File: src/pin_mux_pkg.sv
// Constants, types and pin layouts of the external bus pin multiplexer.
// Behaviour
// - Two 8-bit parts: lane-0 pin writes low byte, lane-1 pin writes high.
// - Four 8-bit parts: four write strobes, each one for its own byte lane.
// - Two 16-bit parts: byte selects 0 and 1 qualify the lower half-word.
// - Two 16-bit parts: byte select 2 on address-1, select 3 upper half.
// - 32-bit part: address-0, address-1, lane-1, lane-3 carry enables 0,2,1,3.
// - Static address shifts by width: device A0 on pin A0, A1 or A2.
// - Six chip selects serve any static part; read is OE, lane-0 is WE.
// - SDRAM row/column, A10, A11-A12 and bank selects on their fixed pins.
// - SDRAM masks on address-0, lane-1, address-1, lane-3; select 1 is SDRAM.
// - NAND: data pins carry address/data, latch enables on A21 and A22.
// - Card slot: register select A22, direction A25, enables and I/O strobes.
// - Assignment bits give select 1 to SDRAM, 3 to NAND, 4 and 5 to slots.
// - Card address bits 23:21 choose attribute, common, I/O or IDE modes.
`default_nettype none
package pin_mux_pkg;

	localparam int ADDR_W = 26;
	localparam int DATA_W = 32;
	localparam int SD_ADDR_W = 13;
	localparam int CS_COUNT = 6;
	localparam int LANES = 4;

	localparam int BA0_BIT = 16;
	localparam int BA1_BIT = 17;
	localparam int NAND_ALE_BIT = 21;
	localparam int NAND_CLE_BIT = 22;
	localparam int CARD_REG_BIT = 22;
	localparam int CARD_DIR_BIT = 25;
	localparam int CARD_MODE_LSB = 21;

	localparam int SDRAM_CS_IDX = 1;
	localparam int NAND_CS_IDX = 3;
	localparam int CARD0_CS_IDX = 4;
	localparam int CARD1_CS_IDX = 5;

	localparam logic [2:0] CARD_CODE_ATTR = 3'h0;
	localparam logic [2:0] CARD_CODE_COMMON = 3'h2;
	localparam logic [2:0] CARD_CODE_IO = 3'h4;
	localparam logic [2:0] CARD_CODE_IDE = 3'h6;
	localparam logic [2:0] CARD_CODE_IDE_ALT = 3'h7;

	localparam logic [CS_COUNT-1:0] CS_IDLE = 6'h3F;
	localparam logic [ADDR_W-1:0] ADDR_IDLE = 26'h0000000;
	localparam logic [DATA_W-1:0] DATA_IDLE = 32'h00000000;

	typedef enum logic [5:0] {
		WIDTH_8 = 6'b000001,
		WIDTH_2X8 = 6'b000010,
		WIDTH_16 = 6'b000100,
		WIDTH_4X8 = 6'b001000,
		WIDTH_2X16 = 6'b010000,
		WIDTH_32 = 6'b100000
	} bus_width_t;

	typedef enum logic [5:0] {
		CARD_NONE = 6'b000001,
		CARD_ATTR = 6'b000010,
		CARD_COMMON = 6'b000100,
		CARD_IO = 6'b001000,
		CARD_IDE = 6'b010000,
		CARD_IDE_ALT = 6'b100000
	} card_mode_t;

	typedef struct packed {
		bus_width_t width;
		logic [ADDR_W-1:0] devAddr;
		logic [ADDR_W-1:0] transferAddr;
		logic [CS_COUNT-1:0] csN;
		logic readN;
		logic [LANES-1:0] writeN;
		logic [LANES-1:0] byteSelN;
		logic [DATA_W-1:0] dataOut;
		logic dataOe;
	} static_bus_t;

	typedef struct packed {
		logic active;
		logic [SD_ADDR_W-1:0] addr;
		logic [1:0] bank;
		logic [LANES-1:0] maskN;
		logic selectN;
		logic rasN;
		logic casN;
		logic weN;
		logic cke;
		logic [DATA_W-1:0] dataOut;
		logic dataOe;
	} sdram_bus_t;

	typedef struct packed {
		logic cs1Sdram;
		logic cs3Nand;
		logic cs4Card;
		logic cs5Card;
	} cs_assign_t;

	typedef struct packed {
		logic [ADDR_W-1:0] addr;
		logic sdramAddr10Pin;
		logic [CS_COUNT-1:0] csN;
		logic readStrobe;
		logic lane0WriteStrobe;
		logic lane1WriteStrobe;
		logic lane3WriteStrobe;
		logic nandReadEnable;
		logic nandWriteEnable;
		logic cardEnable1;
		logic cardEnable2;
		logic sdramRasN;
		logic sdramCasN;
		logic sdramWeN;
		logic sdramCke;
	} pins_t;

	localparam pins_t PINS_IDLE = '{addr: ADDR_IDLE, sdramAddr10Pin: 1'b0,
		csN: CS_IDLE, readStrobe: 1'b1, lane0WriteStrobe: 1'b1,
		lane1WriteStrobe: 1'b1, lane3WriteStrobe: 1'b1,
		nandReadEnable: 1'b1, nandWriteEnable: 1'b1, cardEnable1: 1'b1,
		cardEnable2: 1'b1, sdramRasN: 1'b1, sdramCasN: 1'b1,
		sdramWeN: 1'b1, sdramCke: 1'b0};

endpackage : pin_mux_pkg
`default_nettype wire

File: src/external_bus_pin_mux.sv
// Pin multiplexer sharing the external bus between memory controllers.
`timescale 1ns/1ps
`default_nettype none
module external_bus_pin_mux (
	// Clock and reset
	input wire logic clock,
	input wire logic srst,
	// Controller side
	input wire pin_mux_pkg::static_bus_t staticBus,
	input wire pin_mux_pkg::sdram_bus_t sdramBus,
	input wire pin_mux_pkg::cs_assign_t csAssign,
	output logic [pin_mux_pkg::DATA_W-1:0] dataToCtrl,
	output logic waitSyncN,
	output logic linkClockRise,
	// Shared pins
	output pin_mux_pkg::pins_t pins,
	output logic sdramClockPin,
	output logic nandSelect,
	// Data pins
	input wire logic [pin_mux_pkg::DATA_W-1:0] dataPinIn,
	output logic [pin_mux_pkg::DATA_W-1:0] dataPinOut,
	output logic dataPinOe,
	// Pins from outside the clock domain
	input wire logic waitPinN,
	input wire logic linkClockIn
);
	import pin_mux_pkg::*;

	pins_t pins_d;
	card_mode_t cardMode;
	logic linkSync;
	logic linkPrev_q;
	logic nandSelect_d;

	// Input crossings
	sync2 #(.WIDTH(DATA_W), .INIT(DATA_IDLE)) u_dataSync (
		.clock(clock),
		.srst(srst),
		.asyncIn(dataPinIn),
		.syncOut(dataToCtrl)
	);

	sync2 #(.WIDTH(1), .INIT(1'b1)) u_waitSync (
		.clock(clock),
		.srst(srst),
		.asyncIn(waitPinN),
		.syncOut(waitSyncN)
	);

	sync2 #(.WIDTH(1), .INIT(1'b0)) u_linkSync (
		.clock(clock),
		.srst(srst),
		.asyncIn(linkClockIn),
		.syncOut(linkSync)
	);

	// Ownership
	wire sdramOwn = sdramBus.active & csAssign.cs1Sdram;
	wire nandSel = ~sdramOwn & csAssign.cs3Nand &
		~staticBus.csN[NAND_CS_IDX];
	wire card0Sel = csAssign.cs4Card & ~staticBus.csN[CARD0_CS_IDX];
	wire card1Sel = csAssign.cs5Card & ~staticBus.csN[CARD1_CS_IDX];
	// NAND outranks the slots so two owners never share strobes
	wire cardSel = ~sdramOwn & ~nandSel & (card0Sel | card1Sel);
	wire plainStatic = ~sdramOwn & ~nandSel & ~cardSel;

	card_mode_decode u_cardMode (
		.slotActive(cardSel),
		.modeBits(staticBus.transferAddr[CARD_MODE_LSB+2:CARD_MODE_LSB]),
		.mode(cardMode)
	);

	wire cardIdeMode = (cardMode == CARD_IDE) | (cardMode == CARD_IDE_ALT);
	wire cardIoMode = (cardMode == CARD_IO) | cardIdeMode;

	// Static address shift by width
	bus_width_t width;
	assign width = staticBus.width;
	wire halfShift = (width == WIDTH_2X8) | (width == WIDTH_16);
	wire wordShift = (width == WIDTH_4X8) | (width == WIDTH_2X16) |
		(width == WIDTH_32);
	wire beMode = (width == WIDTH_2X16) | (width == WIDTH_32);
	wire [ADDR_W-1:0] shiftedAddr = wordShift ?
		{staticBus.devAddr[ADDR_W-3:0], 2'b00} : halfShift ?
		{staticBus.devAddr[ADDR_W-2:0], 1'b0} : staticBus.devAddr;

	// Pins A0 and A1 double as strobes on wide arrangements
	wire staticA0 = (width == WIDTH_8) ? shiftedAddr[0] :
		((width == WIDTH_16) | beMode) ? staticBus.byteSelN[0] :
		1'b1;
	wire staticA1 = (width == WIDTH_4X8) ? staticBus.writeN[2] :
		beMode ? staticBus.byteSelN[2] : shiftedAddr[1];
	wire staticLane1 = ((width == WIDTH_2X8) | (width == WIDTH_4X8)) ?
		staticBus.writeN[1] : ((width == WIDTH_16) | beMode) ?
		staticBus.byteSelN[1] : 1'b1;
	wire staticLane3 = (width == WIDTH_4X8) ? staticBus.writeN[3] :
		beMode ? staticBus.byteSelN[3] : 1'b1;
	wire [ADDR_W-1:0] staticAddr = {shiftedAddr[ADDR_W-1:2], staticA1,
		staticA0};

	// NAND latches ride on the address pins
	wire [ADDR_W-1:0] nandAddr = {staticAddr[ADDR_W-1:NAND_CLE_BIT+1],
		staticBus.transferAddr[NAND_CLE_BIT],
		staticBus.transferAddr[NAND_ALE_BIT],
		staticAddr[NAND_ALE_BIT-1:0]};

	// Card slot: A22 register select, A25 buffer direction
	wire cardDir = &staticBus.writeN;
	wire [ADDR_W-1:0] cardAddr = {cardDir,
		staticBus.transferAddr[CARD_DIR_BIT-1:0]};

	// SDRAM address layout
	wire [ADDR_W-1:0] sdramAddr = {8'h00, sdramBus.bank[1],
		sdramBus.bank[0], 1'b0, sdramBus.addr[12:11], 1'b0,
		sdramBus.addr[9], sdramBus.addr[8:0], sdramBus.maskN[2],
		sdramBus.maskN[0]};

	wire [ADDR_W-1:0] addrSel = sdramOwn ? sdramAddr : nandSel ? nandAddr :
		cardSel ? cardAddr : staticAddr;

	// Chip selects: select 1 leaves the static path when assigned to SDRAM
	wire [CS_COUNT-1:0] staticCs = sdramOwn ? CS_IDLE : (staticBus.csN |
		{4'h0, csAssign.cs1Sdram, 1'b0});
	wire [CS_COUNT-1:0] csSel = {staticCs[CS_COUNT-1:SDRAM_CS_IDX+1],
		staticCs[SDRAM_CS_IDX] & (sdramOwn ? sdramBus.selectN : 1'b1),
		staticCs[0]};

	wire staticIdle = sdramOwn | nandSel;
	// Card I/O cycles steer strobes to the I/O pins
	wire readSel = staticIdle | (cardSel & cardIdeMode) ? 1'b1 :
		staticBus.readN;
	wire lane0Sel = sdramOwn | nandSel | (cardSel & cardIoMode) ? 1'b1 :
		staticBus.writeN[0];
	wire lane1Sel = sdramOwn ? sdramBus.maskN[1] : nandSel ? 1'b1 :
		cardSel ? (cardIoMode ? staticBus.readN : 1'b1) :
		staticLane1;
	wire lane3Sel = sdramOwn ? sdramBus.maskN[3] : nandSel ? 1'b1 :
		cardSel ? (cardIoMode ? staticBus.writeN[0] : 1'b1) :
		staticLane3;

	wire slotCsN = ~cardSel;
	wire card1Sel_n = slotCsN | staticBus.byteSelN[0];
	wire card2Sel_n = slotCsN | staticBus.byteSelN[1];

	always_comb begin
		pins_d = PINS_IDLE;
		pins_d.addr = addrSel;
		pins_d.sdramAddr10Pin = sdramOwn & sdramBus.addr[10];
		pins_d.csN = csSel;
		pins_d.readStrobe = readSel;
		pins_d.lane0WriteStrobe = lane0Sel;
		pins_d.lane1WriteStrobe = lane1Sel;
		pins_d.lane3WriteStrobe = lane3Sel;
		pins_d.nandReadEnable = ~nandSel | staticBus.readN;
		pins_d.nandWriteEnable = ~nandSel | staticBus.writeN[0];
		pins_d.cardEnable1 = card1Sel_n;
		pins_d.cardEnable2 = card2Sel_n;
		pins_d.sdramRasN = ~sdramOwn | sdramBus.rasN;
		pins_d.sdramCasN = ~sdramOwn | sdramBus.casN;
		pins_d.sdramWeN = ~sdramOwn | sdramBus.weN;
		// Dedicated pin: stays with the controller so refresh state holds
		pins_d.sdramCke = sdramBus.cke;
	end

	assign nandSelect_d = ~nandSel;

	// Data lanes follow the owner; NAND uses the static data path
	wire [DATA_W-1:0] dataSel = sdramOwn ? sdramBus.dataOut :
		staticBus.dataOut;
	wire oeSel = sdramOwn ? sdramBus.dataOe : staticBus.dataOe;

	always_ff @(posedge clock) begin
		if (srst) begin
			pins <= PINS_IDLE;
			nandSelect <= 1'b1;
			dataPinOut <= DATA_IDLE;
			dataPinOe <= 1'b0;
		end else begin
			pins <= pins_d;
			nandSelect <= nandSelect_d;
			dataPinOut <= dataSel;
			dataPinOe <= oeSel;
		end
	end

	// Clock pin regenerated from the sampled link clock
	always_ff @(posedge clock) begin
		if (srst) begin
			linkPrev_q <= 1'b0;
			sdramClockPin <= 1'b0;
		end else begin
			linkPrev_q <= linkSync;
			sdramClockPin <= linkSync;
		end
	end

	assign linkClockRise = linkSync & ~linkPrev_q;

	property p_two_byte;
		@(posedge clock) disable iff (srst)
		plainStatic && width == WIDTH_2X8 |=>
			pins.lane0WriteStrobe == $past(staticBus.writeN[0]) &&
			pins.lane1WriteStrobe == $past(staticBus.writeN[1]);
	endproperty
	a_two_byte: assert property (p_two_byte)
		else $error("paired byte write strobes misrouted");

	property p_four_byte;
		@(posedge clock) disable iff (srst)
		plainStatic && width == WIDTH_4X8 |=>
			pins.addr[1] == $past(staticBus.writeN[2]) &&
			pins.lane3WriteStrobe == $past(staticBus.writeN[3]);
	endproperty
	a_four_byte: assert property (p_four_byte)
		else $error("upper lane write strobes misrouted");

	property p_low_half;
		@(posedge clock) disable iff (srst)
		plainStatic && width == WIDTH_2X16 |=>
			pins.addr[0] == $past(staticBus.byteSelN[0]) &&
			pins.lane1WriteStrobe == $past(staticBus.byteSelN[1]);
	endproperty
	a_low_half: assert property (p_low_half)
		else $error("lower half-word byte selects misrouted");

	property p_high_half;
		@(posedge clock) disable iff (srst)
		plainStatic && beMode ##1 1'b1 |->
			pins.addr[1] == $past(staticBus.byteSelN[2]) &&
			pins.lane3WriteStrobe == $past(staticBus.byteSelN[3]);
	endproperty
	a_high_half: assert property (p_high_half)
		else $error("upper half-word byte selects misrouted");

	property p_addr_shift;
		@(posedge clock) disable iff (srst)
		plainStatic && halfShift |=>
			pins.addr[ADDR_W-1:2] == $past(staticBus.devAddr[ADDR_W-2:1]);
	endproperty
	a_addr_shift: assert property (p_addr_shift)
		else $error("static address not shifted by one");

	property p_chip_select;
		@(posedge clock) disable iff (srst)
		!sdramOwn |=> pins.csN[0] == $past(staticBus.csN[0]) &&
			pins.readStrobe == $past(staticBus.readN | nandSel |
			(cardSel & cardIdeMode));
	endproperty
	a_chip_select: assert property (p_chip_select)
		else $error("static select or read strobe wrong");

	property p_sdram_pins;
		@(posedge clock) disable iff (srst)
		sdramOwn |=> pins.addr[10:2] == $past(sdramBus.addr[8:0]) &&
			pins.sdramAddr10Pin == $past(sdramBus.addr[10]) &&
			pins.addr[BA1_BIT:BA0_BIT] == $past(sdramBus.bank) &&
			pins.csN[SDRAM_CS_IDX] == $past(sdramBus.selectN);
	endproperty
	a_sdram_pins: assert property (p_sdram_pins)
		else $error("sdram address or select misrouted");

	property p_nand;
		@(posedge clock) disable iff (srst)
		nandSel |=> !nandSelect && pins.addr[NAND_CLE_BIT] ==
			$past(staticBus.transferAddr[NAND_CLE_BIT]) &&
			pins.lane0WriteStrobe &&
			pins.cardEnable1 && pins.cardEnable2;
	endproperty
	a_nand: assert property (p_nand)
		else $error("nand latch or select wrong");

	property p_card_io;
		@(posedge clock) disable iff (srst)
		cardSel && cardIoMode |=>
			pins.lane1WriteStrobe == $past(staticBus.readN) &&
			pins.addr[CARD_DIR_BIT] == $past(cardDir);
	endproperty
	a_card_io: assert property (p_card_io)
		else $error("card io read or direction wrong");

	property p_card_enable;
		@(posedge clock) disable iff (srst)
		cardSel |=> pins.cardEnable1 == $past(staticBus.byteSelN[0]) &&
			pins.cardEnable2 == $past(staticBus.byteSelN[1]);
	endproperty
	a_card_enable: assert property (p_card_enable)
		else $error("card enables do not follow byte selects");

	property p_owner;
		@(posedge clock) disable iff (srst)
		sdramOwn[*2] |-> pins.readStrobe && pins.nandReadEnable &&
			pins.cardEnable1 && pins.cardEnable2;
	endproperty
	a_owner: assert property (p_owner)
		else $error("static strobes active during sdram access");

	c_sdram: cover property (@(posedge clock) disable iff (srst)
		sdramOwn ##1 plainStatic);
	c_nand: cover property (@(posedge clock) disable iff (srst) nandSel);
	c_ide: cover property (@(posedge clock) disable iff (srst)
		cardSel && cardIdeMode);
	c_word: cover property (@(posedge clock) disable iff (srst)
		plainStatic && width == WIDTH_32);

endmodule : external_bus_pin_mux
`default_nettype wire

File: src/sync2.sv
// Two-flop synchroniser bank for inputs from outside the clock domain.
`timescale 1ns/1ps
`default_nettype none
module sync2 #(
	parameter int WIDTH = 1,
	parameter logic [WIDTH-1:0] INIT = '0
) (
	// Clock and reset
	input wire logic clock,
	input wire logic srst,
	// Asynchronous input and synchronised copy
	input wire logic [WIDTH-1:0] asyncIn,
	output logic [WIDTH-1:0] syncOut
);
	logic [WIDTH-1:0] stage1_q;

	if (WIDTH < 1) begin : g_check
		$error("sync2 needs WIDTH of at least one");
	end

	// First stage feeds only the second
	always_ff @(posedge clock) begin
		if (srst) begin
			stage1_q <= INIT;
			syncOut <= INIT;
		end else begin
			stage1_q <= asyncIn;
			syncOut <= stage1_q;
		end
	end
endmodule : sync2
`default_nettype wire

File: src/card_mode_decode.sv
// Card slot access mode decode from transfer address bits.
`timescale 1ns/1ps
`default_nettype none
module card_mode_decode (
	// Slot access and mode bits
	input wire logic slotActive,
	input wire logic [2:0] modeBits,
	// Decoded mode
	output pin_mux_pkg::card_mode_t mode
);
	import pin_mux_pkg::*;

	// Unlisted codes fall back to no card function
	always_comb begin
		mode = CARD_NONE;
		if (slotActive) begin
			case (modeBits)
				CARD_CODE_ATTR: mode = CARD_ATTR;
				CARD_CODE_COMMON: mode = CARD_COMMON;
				CARD_CODE_IO: mode = CARD_IO;
				CARD_CODE_IDE: mode = CARD_IDE;
				CARD_CODE_IDE_ALT: mode = CARD_IDE_ALT;
				default: mode = CARD_NONE;
			endcase
		end
	end
endmodule : card_mode_decode
`default_nettype wire

File: config.mk
export PLATFORM = sky130hd
export DESIGN_NAME = external_bus_pin_mux
export DESIGN_NICKNAME = d
export VERILOG_FILES = /design/src/pin_mux_pkg.sv /design/src/external_bus_pin_mux.sv /design/src/sync2.sv /design/src/card_mode_decode.sv
export SDC_FILE = /design/constraint.sdc
export NUM_CORES = 1
export LEC_CHECK = 0
export BUFFER_PORTS_ARGS = -buffer_cell sky130_fd_sc_hd__buf_2
export CAP_MARGIN = 5
export CORE_AREA = 2 2 122 124
export CTS_CLUSTER_SIZE = 14
export DETAILED_ROUTE_END_ITERATION = 8
export DIE_AREA = 0 0 124 126
export GPL_ROUTABILITY_DRIVEN = 0
export MAX_ROUTING_LAYER = met4
export PLACE_DENSITY_LB_ADDON = 0.25
export SYNTH_ARGS = -nofsm -noshare
export SYNTH_HDL_FRONTEND = slang
export SYNTH_SLANG_ARGS = --single-unit
File: constraint.sdc
create_clock -name clock -period 1.59 [get_ports clock]
set_input_delay 0.159 -clock clock [delete_from_list [all_inputs] [get_ports clock]]
set_output_delay 0.159 -clock clock [all_outputs]
set_load 0.05 [all_outputs]
==> impl_metrics.toml, run 1 <==
[clock_tree]
cts_made_buffers = 17
cts_buffer_depth = 2
path_clk_slew_ns = 0.06
cts_setup_buffers = 0
cts_tree = "yes"
h-tree-depth = 4
root_buffer = "clkbuf_16"
clock_sinks = 148
insertion_delay_ns = 0.42

[timing]
fin_tns_setup_ns = 0
report.final.slew_viol_count = 0
hold_violations = 0
max_freq_ghz = 0.660
rsz0062_at_grt = "false"
setup_viol = 0
period_needed_ns = 1.52
fin_hold_ws_ns = 0.00491
fin_worst_skew_ns = 0.00762
slew_headroom_pct = 68.8
max_slew.worst_pin.slew_ns = 0.468
finalCritPeriodShare_pct = 95.3
setup_ws_ns = 0.0746

[detailed_routing]
ant_nets = 0
viasPerCell = 4.88
drt_wl_total_um = 20800
via_count = 6050
drc_errors = 0
wire_per_inst_um = 16.8
first_pass_iters = 4
drt_iter0_markers = 285

[layout]
nets = 1241
syn2layout_area_growth_pct = 72.7
fin_util_pct = 66.3
layout-drive-gt1-share_pct = 39.9
fillers = 1171

[synthesis]
syn_nets = 775
synthCells = 571
yosys.cell_count.top_type = "dfxtp_1"
yosys_register_bits = 148
syn_area_um2 = 5500
async_reset_ff_share_pct = 0
ys_seq_area_share_pct = 53.9
synth_area_leaders = "dfxtp_1 (54%), nor2b_1 (8.7%), nand2_1 (5.4%), a21oi_1 (3.1%), a211oi_2 (2.3%)"
synth_top_area_share_pct = 53.9
synth.yosys.warnings = 0
synth_cell_type_count = 46
synth_flop_cell = "dfxtp_1"
synth_area_per_cell_um2 = 9.62
synth_edf_count = 0
synth_common_cells = "dfxtp_1 (148), nand2_1 (79), nor2b_1 (76)"
synth_top_area_cell = "dfxtp_1"

[setup_path]
critPathMaxStageDelay_ns = 0.55
rrSetupSlack_ns = 0.91
crit_arrival_ns = 1.84
end_kind = "flop"
cpMaxStageDelayCell = "dlygate4sd3_1"
path_cells = "dlygate4sd3_1, buf_2, nand2b_1, o211ai_1, nand2_1, buf_4, o31ai_1"
crit_fanout = 13
crit_type = "in -> reg"
required_ns = 1.91
crit_start = "staticBus[45]"
cp-start-kind = "input port"
reg2reg_depth = 1
crit_end = "pins[24]"
r2r_start = "u_waitSync.stage1_q"
r2r-end = "u_waitSync.syncOut"

[die]
core_region_area_um2 = 14300
fp-row-count = 44
io-pin-count = 318
dieWidth_um = 124
dieArea_um2 = 15600
start_util_pct = 38.4
die_y_um = 126

[global_routing]
grt_max_degree = 46
grt_first_pass_wirelength_um = 31500
grt_pass1_vias = 6311
grt_use_total_pct = 27.2
overflow = 0
antenna_found_initial = 6

[status]
run_status = "completed"

[power]
leakage_uw = 0.00456
peakVddDrop_v = 0.000687
power_density_nw_per_um2 = 1080

[placement]
place_ws_ns = 0.000599
post-dp-hpwl_um = 13400
portBuffers = 316

[min_path]
hp-class = "in -> reg"

[flow_run]
cap_violations = 0
## cell usage in the layout (no fill, tap or decap), drive strengths merged, types with 4 or more instances in the layout
cell type and count:
a31oi 4, clkinv 4, o32ai 5, clkbuf 19, dlygate4sd3 144, nor2 29, a21oi 34, nor2b 76
a32oi 14, buf 347, o31ai 20, nor3 5, inv 7, diode 6, or2 6, nand3 9
dfxtp 148, o21ai 9, and3 25, a211oi 25, nand2b 10, nand2 80
## metal layers
layer	vias up	share of wire (%)	global-route usage, %	wire length, um
li1	2899	-	-	-
met1	2775	37	27.9	7750
met2	304	50	46.2	10400
met3	72	8.4	8.74	1750
met4	0	4.3	13.8	897
met5	-	0	-	0
## worst max-delay path: cells and delay by family
kind / cells / cell delay (ns)
AO/OA/AOI/OAI: 2 / 0.43
buffers and inverters: 3 / 0.92
AND/OR/NAND/NOR: 2 / 0.32
## kinds of logic after synthesis
| logic type | share of synthesized area, % |
|---|---|
| AO/OA/AOI/OAI | 17.2 |
| AND/OR/NAND/NOR | 23.9 |
| multiplexers | 0.182 |
| XOR/XNOR | 0.615 |
| flip-flops | 53.9 |
| buffers and inverters | 4.23 |
## worst min-delay path by stage
stage / startpoint / to / slack, ns / cells after the start
after global routing: sdramBus[24] / dataPinOut[23] / 0.007 / 3
after floorplan: staticBus[42] / pins[12] / 0.26 / 1
after global placement: staticBus[44] / pins[14] / 0.34 / 2
final: dataPinIn[26] / u_dataSync.stage1_q[26] / 0.005 / 2
after detailed placement: staticBus[44] / pins[14] / 0.34 / 2
after CTS: dataPinIn[26] / u_dataSync.stage1_q[26] / 0.001 / 2
## metrics by stage
| step | total power (uW) | cell area [um2] | instances |
|---|---|---|---|
| after floorplan | 5120 | 5500 | 571 |
| after global placement | 5740 | 7410 | 1058 |
| after detailed placement | 5760 | 7410 | 1058 |
| after CTS | 10200 | 9470 | 1234 |
| after global routing | 10600 | 9490 | 1240 |
| final | 10200 | 9490 | 1240 |
## report_power, final
part	switching [uW]	internal [uW]
Clock	1630	2580
Sequential	62.7	3930
Combinational	1220	801
## what timing repair did
item / in CTS / in global routing
endpoints found under the hold margin: 103 / 0
setup endpoints to repair: 0 / 3
hold buffers: 144 / 0
gates resized for setup: 0 / 1
## state kept, by name, summed over array words and instances (netlist names)
signal and cells:
pins 45, dataPinOut 32, u_dataSync.stage1_q 32, u_dataSync.syncOut 32, dataPinOe 1, linkPrev_q 1, nandSelect 1, u_linkSync.stage1_q 1
u_linkSync.syncOut 1, u_waitSync.stage1_q 1, u_waitSync.syncOut 1
## area by class of cell
class                      count  area [um2]  area share [%]
timing repair buffer         491        3350            35.3
sequential                   148        2960            31.2
multi-input combinational    377        2310            24.3
clock buffer                  19         453            4.77
tap                          184         230            2.43
clock inverter                13         169            1.78
antenna                        6        15.0           0.158
inverter                       2        7.51          0.0791
Power figures use the tool's default switching activity.
==> run 2: changes to the inputs <==
--- a/config.mk
+++ b/config.mk
@@ -7,3 +7,3 @@
 export LEC_CHECK = 0
-export BUFFER_PORTS_ARGS = -buffer_cell sky130_fd_sc_hd__buf_2
+export BUFFER_PORTS_ARGS = -buffer_cell sky130_fd_sc_hd__clkbuf_2
 export CAP_MARGIN = 5
==> constraint.sdc (replaced) <==
create_clock -name clock -period 1.59 [get_ports clock]
set_input_delay 0.0795 -clock clock [delete_from_list [all_inputs] [get_ports clock]]
set_output_delay 0.0795 -clock clock [all_outputs]
set_load 0.05 [all_outputs]
==> impl_metrics.toml, run 2 (synthesis gave the netlist of run 1 again) <==
[status]
run_status = "completed"

[clock_tree]
h-tree-depth = 4
insertion_delay_ns = 0.42
cts_buffer_depth = 2
root_buffer = "clkbuf_16"
clock_sinks = 148
cts_made_buffers = 17
cts_tree = "yes"
path_clk_slew_ns = 0.06

[min_path]
hp-class = "in -> reg"

[die]
fp-row-count = 44
io-pin-count = 318
core_region_area_um2 = 14300
start_util_pct = 38.4
dieArea_um2 = 15600
dieWidth_um = 124
die_y_um = 126

[placement]
placed_cell_area_um2 = 7370
place_ws_ns = 0.113
portBuffers = 316
post-dp-hpwl_um = 13300

[detailed_routing]
drc_errors = 0
viasPerCell = 4.90
drt_iter0_markers = 303
route.met2.wl_um = 10700
wirelength_met1_um = 8320
via_count = 6234
dr.max_layer_used = "met4"
wl_met3_um = 1830
wire_per_inst_um = 17.2
first_pass_iters = 5
drt_wl_total_um = 21900
ant_nets = 0

[timing]
setup_ws_ns = 0.139
fin_hold_ws_ns = 0.0192
rsz0062_at_grt = "false"
fin_tns_setup_ns = 0
slew_headroom_pct = 68.9
fin_worst_skew_ns = 0.00779
finalCritPeriodShare_pct = 91.3
period_needed_ns = 1.45
max_slew.worst_pin.slew_ns = 0.462
hold_violations = 0
report.final.slew_viol_count = 0
max_freq_ghz = 0.689
setup_viol = 0

[global_routing]
grt_pass1_vias = 6408
grt_first_pass_wirelength_um = 32800
grt_max_degree = 104
overflow = 0
antenna_found_initial = 4
grt_use_total_pct = 28.5

[setup_path]
crit_top_cell = "dlygate4sd3_1"
crit_type = "in -> reg"
cp-start-kind = "input port"
critPathMaxStageDelay_ns = 0.58
cpMaxStageDelayCell = "dlygate4sd3_1"
end_kind = "flop"
crit_fanout = 52
crit_arrival_ns = 1.75
required_ns = 1.89
path_cells = "dlygate4sd3_1, buf_4, buf_16, a21oi_1, dlygate4sd3_1"

[layout]
largest_reg_flops = 45
nets = 1275
top_register = "pins"
syn2layout_area_growth_pct = 79.9
layout-drive-gt1-share_pct = 38.4
layout_commonest_cell = "clkbuf_2"
final_cell_mix = "clkbuf_2 (315), dlygate4sd3_1 (182), dfxtp_1 (148)"
fin_area_um2 = 9890

[power]
p_total_uw = 10500
leakage_uw = 0.00474
peakVddDrop_v = 0.000703
power_density_nw_per_um2 = 1060

[flow_run]
cap_violations = 0
run 2: stage by stage:
step                      std cells  utilization [%]
after floorplan                 571                -
after global placement         1053             51.5
after detailed placement       1053             51.5
after CTS                      1267             68.7
after global routing           1272             69.1
final                          1273             69.1
run 2: worst paths after layout:
check        slack [ns]            endpoint  cells past startpoint                start
min reg2reg        0.42  u_waitSync.syncOut                      1  u_waitSync.stage1_q
max reg2reg        0.93  u_waitSync.syncOut                      1  u_waitSync.stage1_q
min                0.02            pins[35]                      3        staticBus[88]
max                0.14      dataPinOut[23]                      5                 srst
run 2: cell type report:
cell class | count | area, um2
clock inverters | 13 | 193
clock buffers | 19 | 453
flip-flops and latches | 148 | 2960
repair buffers | 525 | 3720
inverters | 2 | 7.51
well taps | 184 | 230
fillers | 1077 | 4430
diodes | 5 | 12.5
multi-input cells | 377 | 2310
run 2: routing by layer:
metal,vias up,global-route usage (%)
met5,-,-
met4,0,15.7
met3,80,9.92
met2,299,47.3
met1,2882,29.2
li1,2973,-
run 2: critical path, delay by kind of cell:
| kind | cells | cell delay [ns] |
|---|---|---|
| buf+inv | 4 | 1.58 |
| compound gates | 1 | 0.08 |
run 2: repair_timing:
item,CTS,global route
setup buffers,0,0
setup endpoints to repair,0,13
hold endpoints to repair,112,0
gates resized for setup,0,3
hold buffers,182,0
run 2: power breakdown:
group	total [uW]	internal, uW	switching, uW	leakage [uW]
clock	4390	2740	1650	0.000311
combinational	2110	855	1250	0.00320
sequential	4000	3930	68.9	0.00123
